`config.mk`:
```
export PLATFORM = sky130hd
export DESIGN_NAME = icd_decoder
export DESIGN_NICKNAME = d
export VERILOG_FILES = /design/src/include/icd_pkg.sv /design/src/include/icd_stream_if.sv /design/src/verilog/icd_fifo.sv /design/src/verilog/icd_decoder.sv
export SDC_FILE = /design/constraint.sdc
export NUM_CORES = 1
export LEC_CHECK = 0
export BUFFER_PORTS_ARGS = -buffer_cell sky130_fd_sc_hd__buf_2
export CORE_MARGIN = 2
export CORE_UTILIZATION = 40
export DETAILED_ROUTE_END_ITERATION = 12
export GPL_TIMING_DRIVEN = 0
export SLEW_MARGIN = 20
export SYNTH_ARGS = -nofsm -noshare
export SYNTH_HDL_FRONTEND = slang
export SYNTH_HIERARCHICAL = 1
export SYNTH_SLANG_ARGS = --single-unit
```
`constraint.sdc`:
```
create_clock -name i_mclk -period 3.1 [get_ports i_mclk]
set_input_delay 0.31 -clock i_mclk [delete_from_list [all_inputs] [get_ports i_mclk]]
set_output_delay 0.31 -clock i_mclk [all_outputs]
set_load 0.01 [all_outputs]
```
`src/include/icd_pkg.sv`:
```
// icd_pkg: command codes, address bases and field layout for the bus command decoder.
// assumes bytes are already taken in by an acceptor handshake and given here on low-true lines.
package icd_pkg;
  localparam logic [6:0] CMD_GTL = 7'h01;
  localparam logic [6:0] CMD_SDC = 7'h04;
  localparam logic [6:0] CMD_GET = 7'h08;
  localparam logic [6:0] CMD_LLO = 7'h11;
  localparam logic [6:0] CMD_DCL = 7'h14;
  localparam logic [6:0] CMD_SPE = 7'h18;
  localparam logic [6:0] CMD_SPD = 7'h19;
  localparam logic [6:0] CMD_UNL = 7'h3F;
  localparam logic [6:0] CMD_UNT = 7'h5F;
  localparam logic [6:0] LISTEN_BASE = 7'h20;
  localparam logic [6:0] TALK_BASE = 7'h40;
  localparam logic [1:0] GROUP_CMD = 2'h0;
  localparam logic [1:0] GROUP_LISTEN = 2'h1;
  localparam logic [1:0] GROUP_TALK = 2'h2;
  localparam logic [1:0] GROUP_SECONDARY = 2'h3;
  localparam int GROUP_MSB = 6;
  localparam int GROUP_LSB = 5;
  localparam int ADDR_W = 5;
  localparam int DATA_W = 8;
  localparam int FIFO_DEPTH = 32;
  localparam logic RESET_FALSE = 1'b0;
endpackage : icd_pkg

```
`src/include/icd_stream_if.sv`:
```
// icd_stream_if: valid/ready byte stream with end flag between decoder and its fifo.
// assumes one clock shared by both ends.
`timescale 1ns/1ps
`default_nettype none
interface icd_stream_if #(parameter int WIDTH = 9);
  logic valid;
  logic ready;
  logic [WIDTH-1:0] data;
  modport source (output valid, output data, input ready);
  modport sink (input valid, input data, output ready);
endinterface : icd_stream_if
`default_nettype wire

```
`src/verilog/icd_fifo.sv`:
```
// icd_fifo: synchronous fifo with registered read data and valid/ready on both sides.
// assumes depth is a power of two; one clock, synchronous active-low reset.
`timescale 1ns/1ps
`default_nettype none
module icd_fifo #(
  parameter int WIDTH = 9,
  parameter int DEPTH = 32
) (
  input wire logic i_mclk,
  input wire logic i_resetn,
  icd_stream_if.sink wr,
  input wire logic i_rd_ready,
  output logic o_rd_valid,
  output logic [WIDTH-1:0] o_rd_data
);
  localparam int AW = $clog2(DEPTH);
  if (WIDTH < 1 || DEPTH < 2 || (1 << AW) != DEPTH) begin : g_depth_check
    $error("icd_fifo depth must be a power of two of at least 2");
  end
  logic [WIDTH-1:0] mem [DEPTH];
  logic [AW:0] wptr_reg;
  logic [AW:0] rptr_reg;
  logic full;
  logic empty;
  logic do_wr;
  logic do_rd;
  assign full = (wptr_reg[AW] != rptr_reg[AW]) && (wptr_reg[AW-1:0] == rptr_reg[AW-1:0]);
  assign empty = (wptr_reg == rptr_reg);
  assign wr.ready = !full;
  assign do_wr = wr.valid && !full;
  // output stage is a register: refill it when empty or being taken
  assign do_rd = !empty && (!o_rd_valid || i_rd_ready);
  always_ff @(posedge i_mclk) begin
    if (do_wr) begin
      mem[wptr_reg[AW-1:0]] <= wr.data;
    end
  end
  always_ff @(posedge i_mclk) begin
    if (!i_resetn) begin
      wptr_reg <= '0;
    end else if (do_wr) begin
      wptr_reg <= wptr_reg + 1'b1;
    end
  end
  always_ff @(posedge i_mclk) begin
    if (!i_resetn) begin
      rptr_reg <= '0;
    end else if (do_rd) begin
      rptr_reg <= rptr_reg + 1'b1;
    end
  end
  always_ff @(posedge i_mclk) begin
    if (!i_resetn) begin
      o_rd_valid <= 1'b0;
      o_rd_data <= '0;
    end else if (do_rd) begin
      o_rd_valid <= 1'b1;
      o_rd_data <= mem[rptr_reg[AW-1:0]];
    end else if (i_rd_ready) begin
      o_rd_valid <= 1'b0;
    end
  end
endmodule : icd_fifo
`default_nettype wire

```
`src/verilog/icd_decoder.sv`:
```
// icd_decoder: device-side interpreter of bus uniline lines and attention-qualified bytes.
// assumes bus pins arrive active low and synchronous; an acceptor delivers each byte as a
// one-cycle strobe with the attention and end levels sampled alongside it.
`timescale 1ns/1ps
`default_nettype none
module icd_decoder #(
  parameter int ADDR_W = icd_pkg::ADDR_W,
  parameter int DATA_W = icd_pkg::DATA_W,
  parameter int FIFO_DEPTH = icd_pkg::FIFO_DEPTH
) (
  input wire logic i_mclk,
  input wire logic i_resetn,
  input wire logic i_atn_n,
  input wire logic i_ifc_n,
  input wire logic i_ren_n,
  input wire logic i_eoi_n,
  input wire logic i_byte_strobe,
  input wire logic [DATA_W-1:0] i_dio_n,
  input wire logic [ADDR_W-1:0] i_primary_addr,
  input wire logic i_cfg_ren_lockout,
  input wire logic i_service_needed,
  input wire logic i_service_done,
  input wire logic i_data_ready,
  output logic o_data_valid,
  output logic [DATA_W-1:0] o_data,
  output logic o_data_end,
  output logic o_remote,
  output logic o_lockout,
  output logic o_panel_locked,
  output logic o_listener,
  output logic o_talker,
  output logic o_serial_poll,
  output logic o_device_clear,
  output logic o_trigger,
  output logic o_srq_n_out,
  output logic o_srq_oe,
  output logic o_data_overflow
);
  // code and address decode below is fixed to seven-bit codes on an eight-bit bus
  if (ADDR_W != 5 || DATA_W != 8) begin : g_width_check
    $error("icd_decoder serves five-bit addresses on an eight-bit bus only");
  end

  typedef enum logic [1:0] {
    ICD_IDLE,
    ICD_ADDRESSED,
    ICD_ACTIVE
  } icd_role_type;

  // bus lines are low-true; convert once here
  logic atn;
  logic ifc;
  logic ren;
  logic eoi;
  logic [DATA_W-1:0] dio;
  assign atn = !i_atn_n;
  assign ifc = !i_ifc_n;
  assign ren = !i_ren_n;
  assign eoi = !i_eoi_n;
  assign dio = ~i_dio_n;

  logic [6:0] code;
  logic [1:0] group;
  logic cmd_strobe;
  logic data_strobe;
  assign code = dio[6:0];
  assign group = code[icd_pkg::GROUP_MSB:icd_pkg::GROUP_LSB];
  // the strobe stands for a byte already taken by the acceptor interlock outside
  assign cmd_strobe = i_byte_strobe && atn;
  assign data_strobe = i_byte_strobe && !atn;

  // primary address 31 gives a listen address equal to unlisten; unlisten wins, so
  // that address can never be listened on
  logic [6:0] my_listen;
  logic [6:0] my_talk;
  assign my_listen = icd_pkg::LISTEN_BASE | {2'h0, i_primary_addr};
  assign my_talk = icd_pkg::TALK_BASE | {2'h0, i_primary_addr};

  icd_role_type listen_reg;
  icd_role_type talk_reg;
  logic listening;
  assign listening = (listen_reg != ICD_IDLE);

  logic is_unl;
  logic is_unt;
  logic is_my_listen;
  logic is_my_talk;
  logic is_other_talk;
  assign is_unl = cmd_strobe && code == icd_pkg::CMD_UNL;
  assign is_unt = cmd_strobe && code == icd_pkg::CMD_UNT;
  assign is_my_listen = cmd_strobe && group == icd_pkg::GROUP_LISTEN && code == my_listen;
  assign is_my_talk = cmd_strobe && group == icd_pkg::GROUP_TALK && code == my_talk;
  // a different talk address unaddresses us as talker (only one talker on the bus)
  assign is_other_talk = cmd_strobe && group == icd_pkg::GROUP_TALK && !is_unt && !is_my_talk;

  logic cmd_group;
  logic do_llo;
  logic do_dcl;
  logic do_spe;
  logic do_spd;
  logic do_sdc;
  logic do_gtl;
  logic do_get;
  logic clear_event;
  assign cmd_group = cmd_strobe && group == icd_pkg::GROUP_CMD;
  // anything else in the command group (parallel poll, take control) falls through unused
  assign do_llo = cmd_group && code == icd_pkg::CMD_LLO;
  assign do_dcl = cmd_group && code == icd_pkg::CMD_DCL;
  assign do_spe = cmd_group && code == icd_pkg::CMD_SPE;
  assign do_spd = cmd_group && code == icd_pkg::CMD_SPD;
  assign do_sdc = cmd_group && listening && code == icd_pkg::CMD_SDC;
  assign do_gtl = cmd_group && listening && code == icd_pkg::CMD_GTL;
  // trigger kept strictly addressed, so a broadcast to other devices leaves us idle
  assign do_get = cmd_group && listening && code == icd_pkg::CMD_GET;
  assign clear_event = do_dcl || do_sdc;
  // secondary group bytes match no decode term, so they alter no state below

  // listener and talker outputs move with their state on the edge that takes the byte,
  // like the other state outputs, so a command may follow its address back to back
  always_ff @(posedge i_mclk) begin
    if (!i_resetn || ifc) begin
      listen_reg <= ICD_IDLE;
      o_listener <= icd_pkg::RESET_FALSE;
    end else if (is_unl) begin
      listen_reg <= ICD_IDLE;
      o_listener <= 1'b0;
    end else if (is_my_listen) begin
      listen_reg <= ICD_ADDRESSED;
      o_listener <= 1'b1;
    end else begin
      case (listen_reg)
        ICD_ADDRESSED: begin
          if (data_strobe) begin
            listen_reg <= ICD_ACTIVE;
          end
        end
        ICD_ACTIVE: begin
          if (atn) begin
            listen_reg <= ICD_ADDRESSED;
          end
        end
        ICD_IDLE: begin
          o_listener <= 1'b0;
        end
        default: begin
          // unused encoding: fall back to idle rather than hang
          listen_reg <= ICD_IDLE;
          o_listener <= 1'b0;
        end
      endcase
    end
  end

  // talker: addressed by own talk address, active once attention drops
  always_ff @(posedge i_mclk) begin
    if (!i_resetn || ifc) begin
      talk_reg <= ICD_IDLE;
      o_talker <= icd_pkg::RESET_FALSE;
    end else if (is_unt || is_other_talk) begin
      talk_reg <= ICD_IDLE;
      o_talker <= 1'b0;
    end else if (is_my_talk) begin
      talk_reg <= ICD_ADDRESSED;
      o_talker <= 1'b1;
    end else begin
      case (talk_reg)
        ICD_ADDRESSED: begin
          if (!atn) begin
            talk_reg <= ICD_ACTIVE;
          end
        end
        ICD_ACTIVE: begin
          if (atn) begin
            talk_reg <= ICD_ADDRESSED;
          end
        end
        ICD_IDLE: begin
          o_talker <= 1'b0;
        end
        default: begin
          talk_reg <= ICD_IDLE;
          o_talker <= 1'b0;
        end
      endcase
    end
  end

  // remote needs remote enable and is set by own listen address; go-to-local drops it until the controller re-addresses
  logic remote_next;
  always_comb begin
    remote_next = o_remote;
    if (!ren) begin
      remote_next = 1'b0;
    end else if (do_gtl) begin
      remote_next = 1'b0;
    end else if (is_my_listen) begin
      remote_next = 1'b1;
    end
  end

  always_ff @(posedge i_mclk) begin
    if (!i_resetn) begin
      o_remote <= icd_pkg::RESET_FALSE;
    end else begin
      o_remote <= remote_next;
    end
  end

  // lockout survives device clear; only remote enable false or go-to-local lifts it
  logic lockout_next;
  always_comb begin
    lockout_next = o_lockout;
    if (!ren || do_gtl) begin
      lockout_next = 1'b0;
    end else if (do_llo) begin
      lockout_next = 1'b1;
    end
  end

  always_ff @(posedge i_mclk) begin
    if (!i_resetn) begin
      o_lockout <= icd_pkg::RESET_FALSE;
    end else begin
      o_lockout <= lockout_next;
    end
  end

  // panel lock follows the next lockout and remote values so it moves with them
  always_ff @(posedge i_mclk) begin
    if (!i_resetn) begin
      o_panel_locked <= icd_pkg::RESET_FALSE;
    end else begin
      o_panel_locked <= lockout_next || (remote_next && i_cfg_ren_lockout);
    end
  end

  always_ff @(posedge i_mclk) begin
    if (!i_resetn || ifc) begin
      o_serial_poll <= icd_pkg::RESET_FALSE;
    end else if (do_spd) begin
      o_serial_poll <= 1'b0;
    end else if (do_spe) begin
      o_serial_poll <= 1'b1;
    end
  end

  always_ff @(posedge i_mclk) begin
    if (!i_resetn) begin
      o_device_clear <= icd_pkg::RESET_FALSE;
      o_trigger <= icd_pkg::RESET_FALSE;
    end else begin
      o_device_clear <= clear_event;
      o_trigger <= do_get;
    end
  end

  // service request: a pending need is held until the device says it was handled or a device clear comes;
  // a new need in the same cycle as done wins so no request is lost
  logic srq_pend_reg;
  always_ff @(posedge i_mclk) begin
    if (!i_resetn) begin
      srq_pend_reg <= icd_pkg::RESET_FALSE;
    end else if (i_service_needed) begin
      srq_pend_reg <= 1'b1;
    end else if (i_service_done || clear_event) begin
      srq_pend_reg <= 1'b0;
    end
  end

  always_ff @(posedge i_mclk) begin
    if (!i_resetn) begin
      o_srq_oe <= icd_pkg::RESET_FALSE;
      o_srq_n_out <= 1'b1;
    end else begin
      // open drain: pull low while pending, else release
      o_srq_oe <= srq_pend_reg || i_service_needed;
      o_srq_n_out <= 1'b0;
    end
  end

  // data bytes with their end flag go through the fifo; when full the byte is counted
  // lost, since an acceptor holding off is outside this block
  icd_stream_if #(.WIDTH(DATA_W + 1)) wr_if ();
  assign wr_if.valid = data_strobe && listening;
  assign wr_if.data = {eoi, dio};

  always_ff @(posedge i_mclk) begin
    if (!i_resetn) begin
      o_data_overflow <= icd_pkg::RESET_FALSE;
    end else if (wr_if.valid && !wr_if.ready) begin
      o_data_overflow <= 1'b1;
    end else if (clear_event) begin
      o_data_overflow <= 1'b0;
    end
  end

  // fifo read side pops whenever the output register is free or being taken
  logic [DATA_W:0] rd_word;
  logic rd_valid;
  icd_fifo #(
    .WIDTH(DATA_W + 1),
    .DEPTH(FIFO_DEPTH)
  ) u_fifo (
    .i_mclk(i_mclk),
    .i_resetn(i_resetn),
    .wr(wr_if.sink),
    .i_rd_ready(i_data_ready || !o_data_valid),
    .o_rd_valid(rd_valid),
    .o_rd_data(rd_word)
  );

  // output skid register keeps the top outputs on flip-flops
  logic take_out;
  assign take_out = !o_data_valid || i_data_ready;
  always_ff @(posedge i_mclk) begin
    if (!i_resetn) begin
      o_data_valid <= icd_pkg::RESET_FALSE;
      o_data <= '0;
      o_data_end <= icd_pkg::RESET_FALSE;
    end else if (take_out) begin
      o_data_valid <= rd_valid;
      o_data <= rd_word[DATA_W-1:0];
      o_data_end <= rd_word[DATA_W] && rd_valid;
    end
  end
endmodule : icd_decoder
`default_nettype wire

```
==> summary.txt <==
Yosys
  • Yosys cell types: 52
  • Ys flop type: edfxtp_1
  • Post-synth EDFFs: 288
  • Synth warn: 6
  • Asr flop ratio synth: 0
  • Avg Synthesized Cell Area: 17.8 µm²
  • Seq/Total Area, Yosys: 0.724
  • Area of the mapped netlist: 13300 µm²
  • Synth Register Bits: 336
  • Syn Inst Count: 744
  • Syn nets: 779

STA
  • Final Slew Violations: 0
  • Worst rel slew slack: 0.301
  • Period utilization: 1.03
  • Total negative slack: -3350 ps
  • Fmax: 0.313 GHz
  • Final setup viols: 63
  • Worst Skew: 13.6 ps
  • RSZ-0062 raised after global routing: yes
  • Post-layout min period: 3190 ps
  • Hold Vio Cnt, Final: 0
  • Setup WS post-layout: -91.8 ps
  • Worst-Margin Slew: 1050 ps

Worst setup path
  • Max incr delay on CP: 890 ps
  • Worst Setup Start Kind: flip-flop
  • Crit end category: flip-flop
  • Crit-path cells: buf_6 > buf_6 > xnor2_1 > nand3_2 > o21a_1 > nand2_1 > nor2_1
  • Reg-to-reg startpoint: u_fifo/rptr_reg[0]$_SDFFE_PN0P_
  • Critical path required time: 3240 ps
  • Critical path peak fanout: 10
  • Setup CP Type: reg -> reg
  • Most frequent CP cell: buf_6
  • Reg2Reg Depth: 7
  • CP startpoint: u_fifo/rptr_reg[0]$_SDFFE_PN0P_
  • CP arrival: 3330 ps
  • Slowest-stage cell, CP: nor2_1

Place
  • Detail Placement HPWL: 19.0 mm
  • Routability cong.: 0.837
  • Port-buffer cells: 44
  • Post-placement cell count: 1230
  • Placement-stage cell area: 14000 µm²

GRT
  • Global-route wire length before repair: 44.5 mm
  • Vias in the first global route: 6962
  • Gr ovfl total: 0
  • Total Routing Usage GR: 0.177
  • Initial antenna violation count: 0
  • Largest net degree at the start of global routing: 35

Flow run
  • Max-cap violations: 0

Clock tree
  • Num CTS Buffers: 35
  • CTS H-tree lvls: 2
  • CTS hold repair buffers: 0
  • Post-CTS setup buffer count: 0
  • Worst-path clk slew: 60 ps
  • Root buf cell: clkbuf_16
  • Worst skew pair latency: 520 ps
  • CTS tree: built
  • Clk sinks: 336
  • Deepest clock path buffer count: 3

Worst hold path
  • Hold path cells: 3
  • Min-delay src: i_service_needed
  • Worst Hold Class: in -> reg

Pwr
  • Static leakage: 4.80 nW
  • Max VDD drop: 0.352 mV
  • PwrDens: 668 nW/µm²
  • Total chip power: 0.0101 W

Floorplanning
  • Core ar.: 32600 µm²
  • Chip width: 186 µm
  • Die Height: 186 µm
  • Die ar.: 34600 µm²
  • Initial core utilization: 0.407
  • I/O pin total: 45
  • FP Rows: 66

Layout
  • Design Area, Final: 15200 µm²
  • Total Nets Final: 860
  • Ant diodes: 0
  • Fin cells: 1292
  • Area added between synthesis and finish: 14.4%
  • Share of cells above drive strength 1: 0.254
  • Number of fill cells in the layout: 2782
  • Final core utilization: 0.465
  • Max reg flops: 288

Detailed routing
  • DRC: 0
  • 1st-iter DRT viols: 599
  • Drt wl/cell: 23.2 µm
  • Routed vias: 7088
  • Routed Antenna Nets: 0
  • Avg Vias per Cell: 5.49
  • First-pass DRT Iterations: 5
  • Routed WL: 30.0 mm

Outcome
  • Failing checks: setup timing
  • Outcome: complete, but fails checks
[final timing paths]
kind / end / slack (ps)
setup reg to reg: u_fifo/mem[1][8]$_DFFE_PP_ / -90
setup / recovery: u_fifo/mem[1][8]$_DFFE_PP_ / -90
hold / removal: o_srq_oe$_SDFF_PN0_ / 30
hold reg to reg: o_data[2]$_SDFFE_PN0P_ / 450
[cells by family after synthesis]
| kind of cell | share of synthesized area |
|---|---|
| AO/OA/AOI/OAI | 0.0410 |
| AND/OR/NAND/NOR | 0.0614 |
| multiplexers | 0.131 |
| adder cells (fa/ha/maj) | 0.0104 |
| buffers and inverters | 0.0196 |
| XOR/XNOR | 0.0125 |
| flip-flops | 0.724 |
[per-stage QoR]
step,hold slack [ps],setup WS (ps)
6_report,33.1,-91.8
3_5_place_dp,443,-99.8
5_1_grt,36.0,-264
2_1_floorplan,386,905
3_3_place_gp,438,-28.1
4_1_cts,19.2,-59.5
[Yosys cell counts, types with 9 or more instances]
cell	n	area (µm²)
a21oi_1	23	115
and2_1	11	68.8
buf_2	13	65.1
clkbuf_1	12	45.0
dfxtp_1	48	961
edfxtp_1	288	8650
ha_1	11	138
inv_1	17	63.8
mux4_2	73	1640
nand2_1	32	120
nand3_1	9	45.0
nor2_1	51	191
o21ai_1	9	45.0
o22ai_1	30	188
xnor2_1	18	158
[layout by cell type, fill, tap and decap left out, types with 4 or more instances in the layout]
cell         n
nand3_1      9
edfxtp_1   288
o22ai_1     30
mux4_2      73
and2_1      11
clkbuf_16   36
buf_6        5
nand2b_1     6
nand2_1     32
nor3_1       5
nand3b_1     6
nor2b_1      6
nor2_1      37
dfxtp_1     48
clkinv_1     4
inv_1       13
clkinv_2     8
nor2_2      14
o2111ai_1    4
xnor2_1     18
mux2i_1      8
o21ai_1      9
o21a_1       6
buf_2       57
inv_2        6
or4_1        8
clkbuf_1    18
ha_1        11
a21oi_1     23
[repair_timing]
item,4_1_cts,5_1_grt
endpoints found under the setup margin,81,153
hold endpoints to repair,0,0
gates cloned,0,0
resized for setup,8,6
[where the power goes]
group | total, W | switching, W | internal [W] | leakage, nW
Sequential | 0.00500 | 0.0000386 | 0.00496 | 2.98
Combinational | 0.00111 | 0.000585 | 0.000524 | 1.28
Clock | 0.00403 | 0.00168 | 0.00235 | 0.547
Total | 0.0101 | 0.00230 | 0.00784 | 4.80
[routing by layer]
layer	vias up	GRT usage	routed length, µm
met1	3681	0.255	13400
met5	-	0	0
li1	3122	-	-
met2	226	0.276	14000
met4	0	0.0602	883
met3	59	0.0299	1630
[critical path: cells and delay by family (launching register included)]
family / cells / cell delay [ps]
buffers and inverters: 2 / 470
XOR/XNOR: 1 / 110
flip-flops: 1 / 460
AND/OR/NAND/NOR: 3 / 1480
AO/OA/AOI/OAI: 1 / 280
[cell type report]
| type | count | area [µm²] | share of cell area |
|---|---|---|---|
| tap | 442 | 553 | 0.0364 |
| sequential | 336 | 9610 | 0.633 |
| inverter | 19 | 71.3 | 0.00470 |
| buffer | 34 | 189 | 0.0124 |
| clock buffer | 44 | 951 | 0.0626 |
| clock inverter | 18 | 156 | 0.0103 |
| multi-input combinational | 355 | 3430 | 0.226 |
| timing repair buffer | 44 | 220 | 0.0145 |
Note: power is estimated with default switching activity, not from simulation.
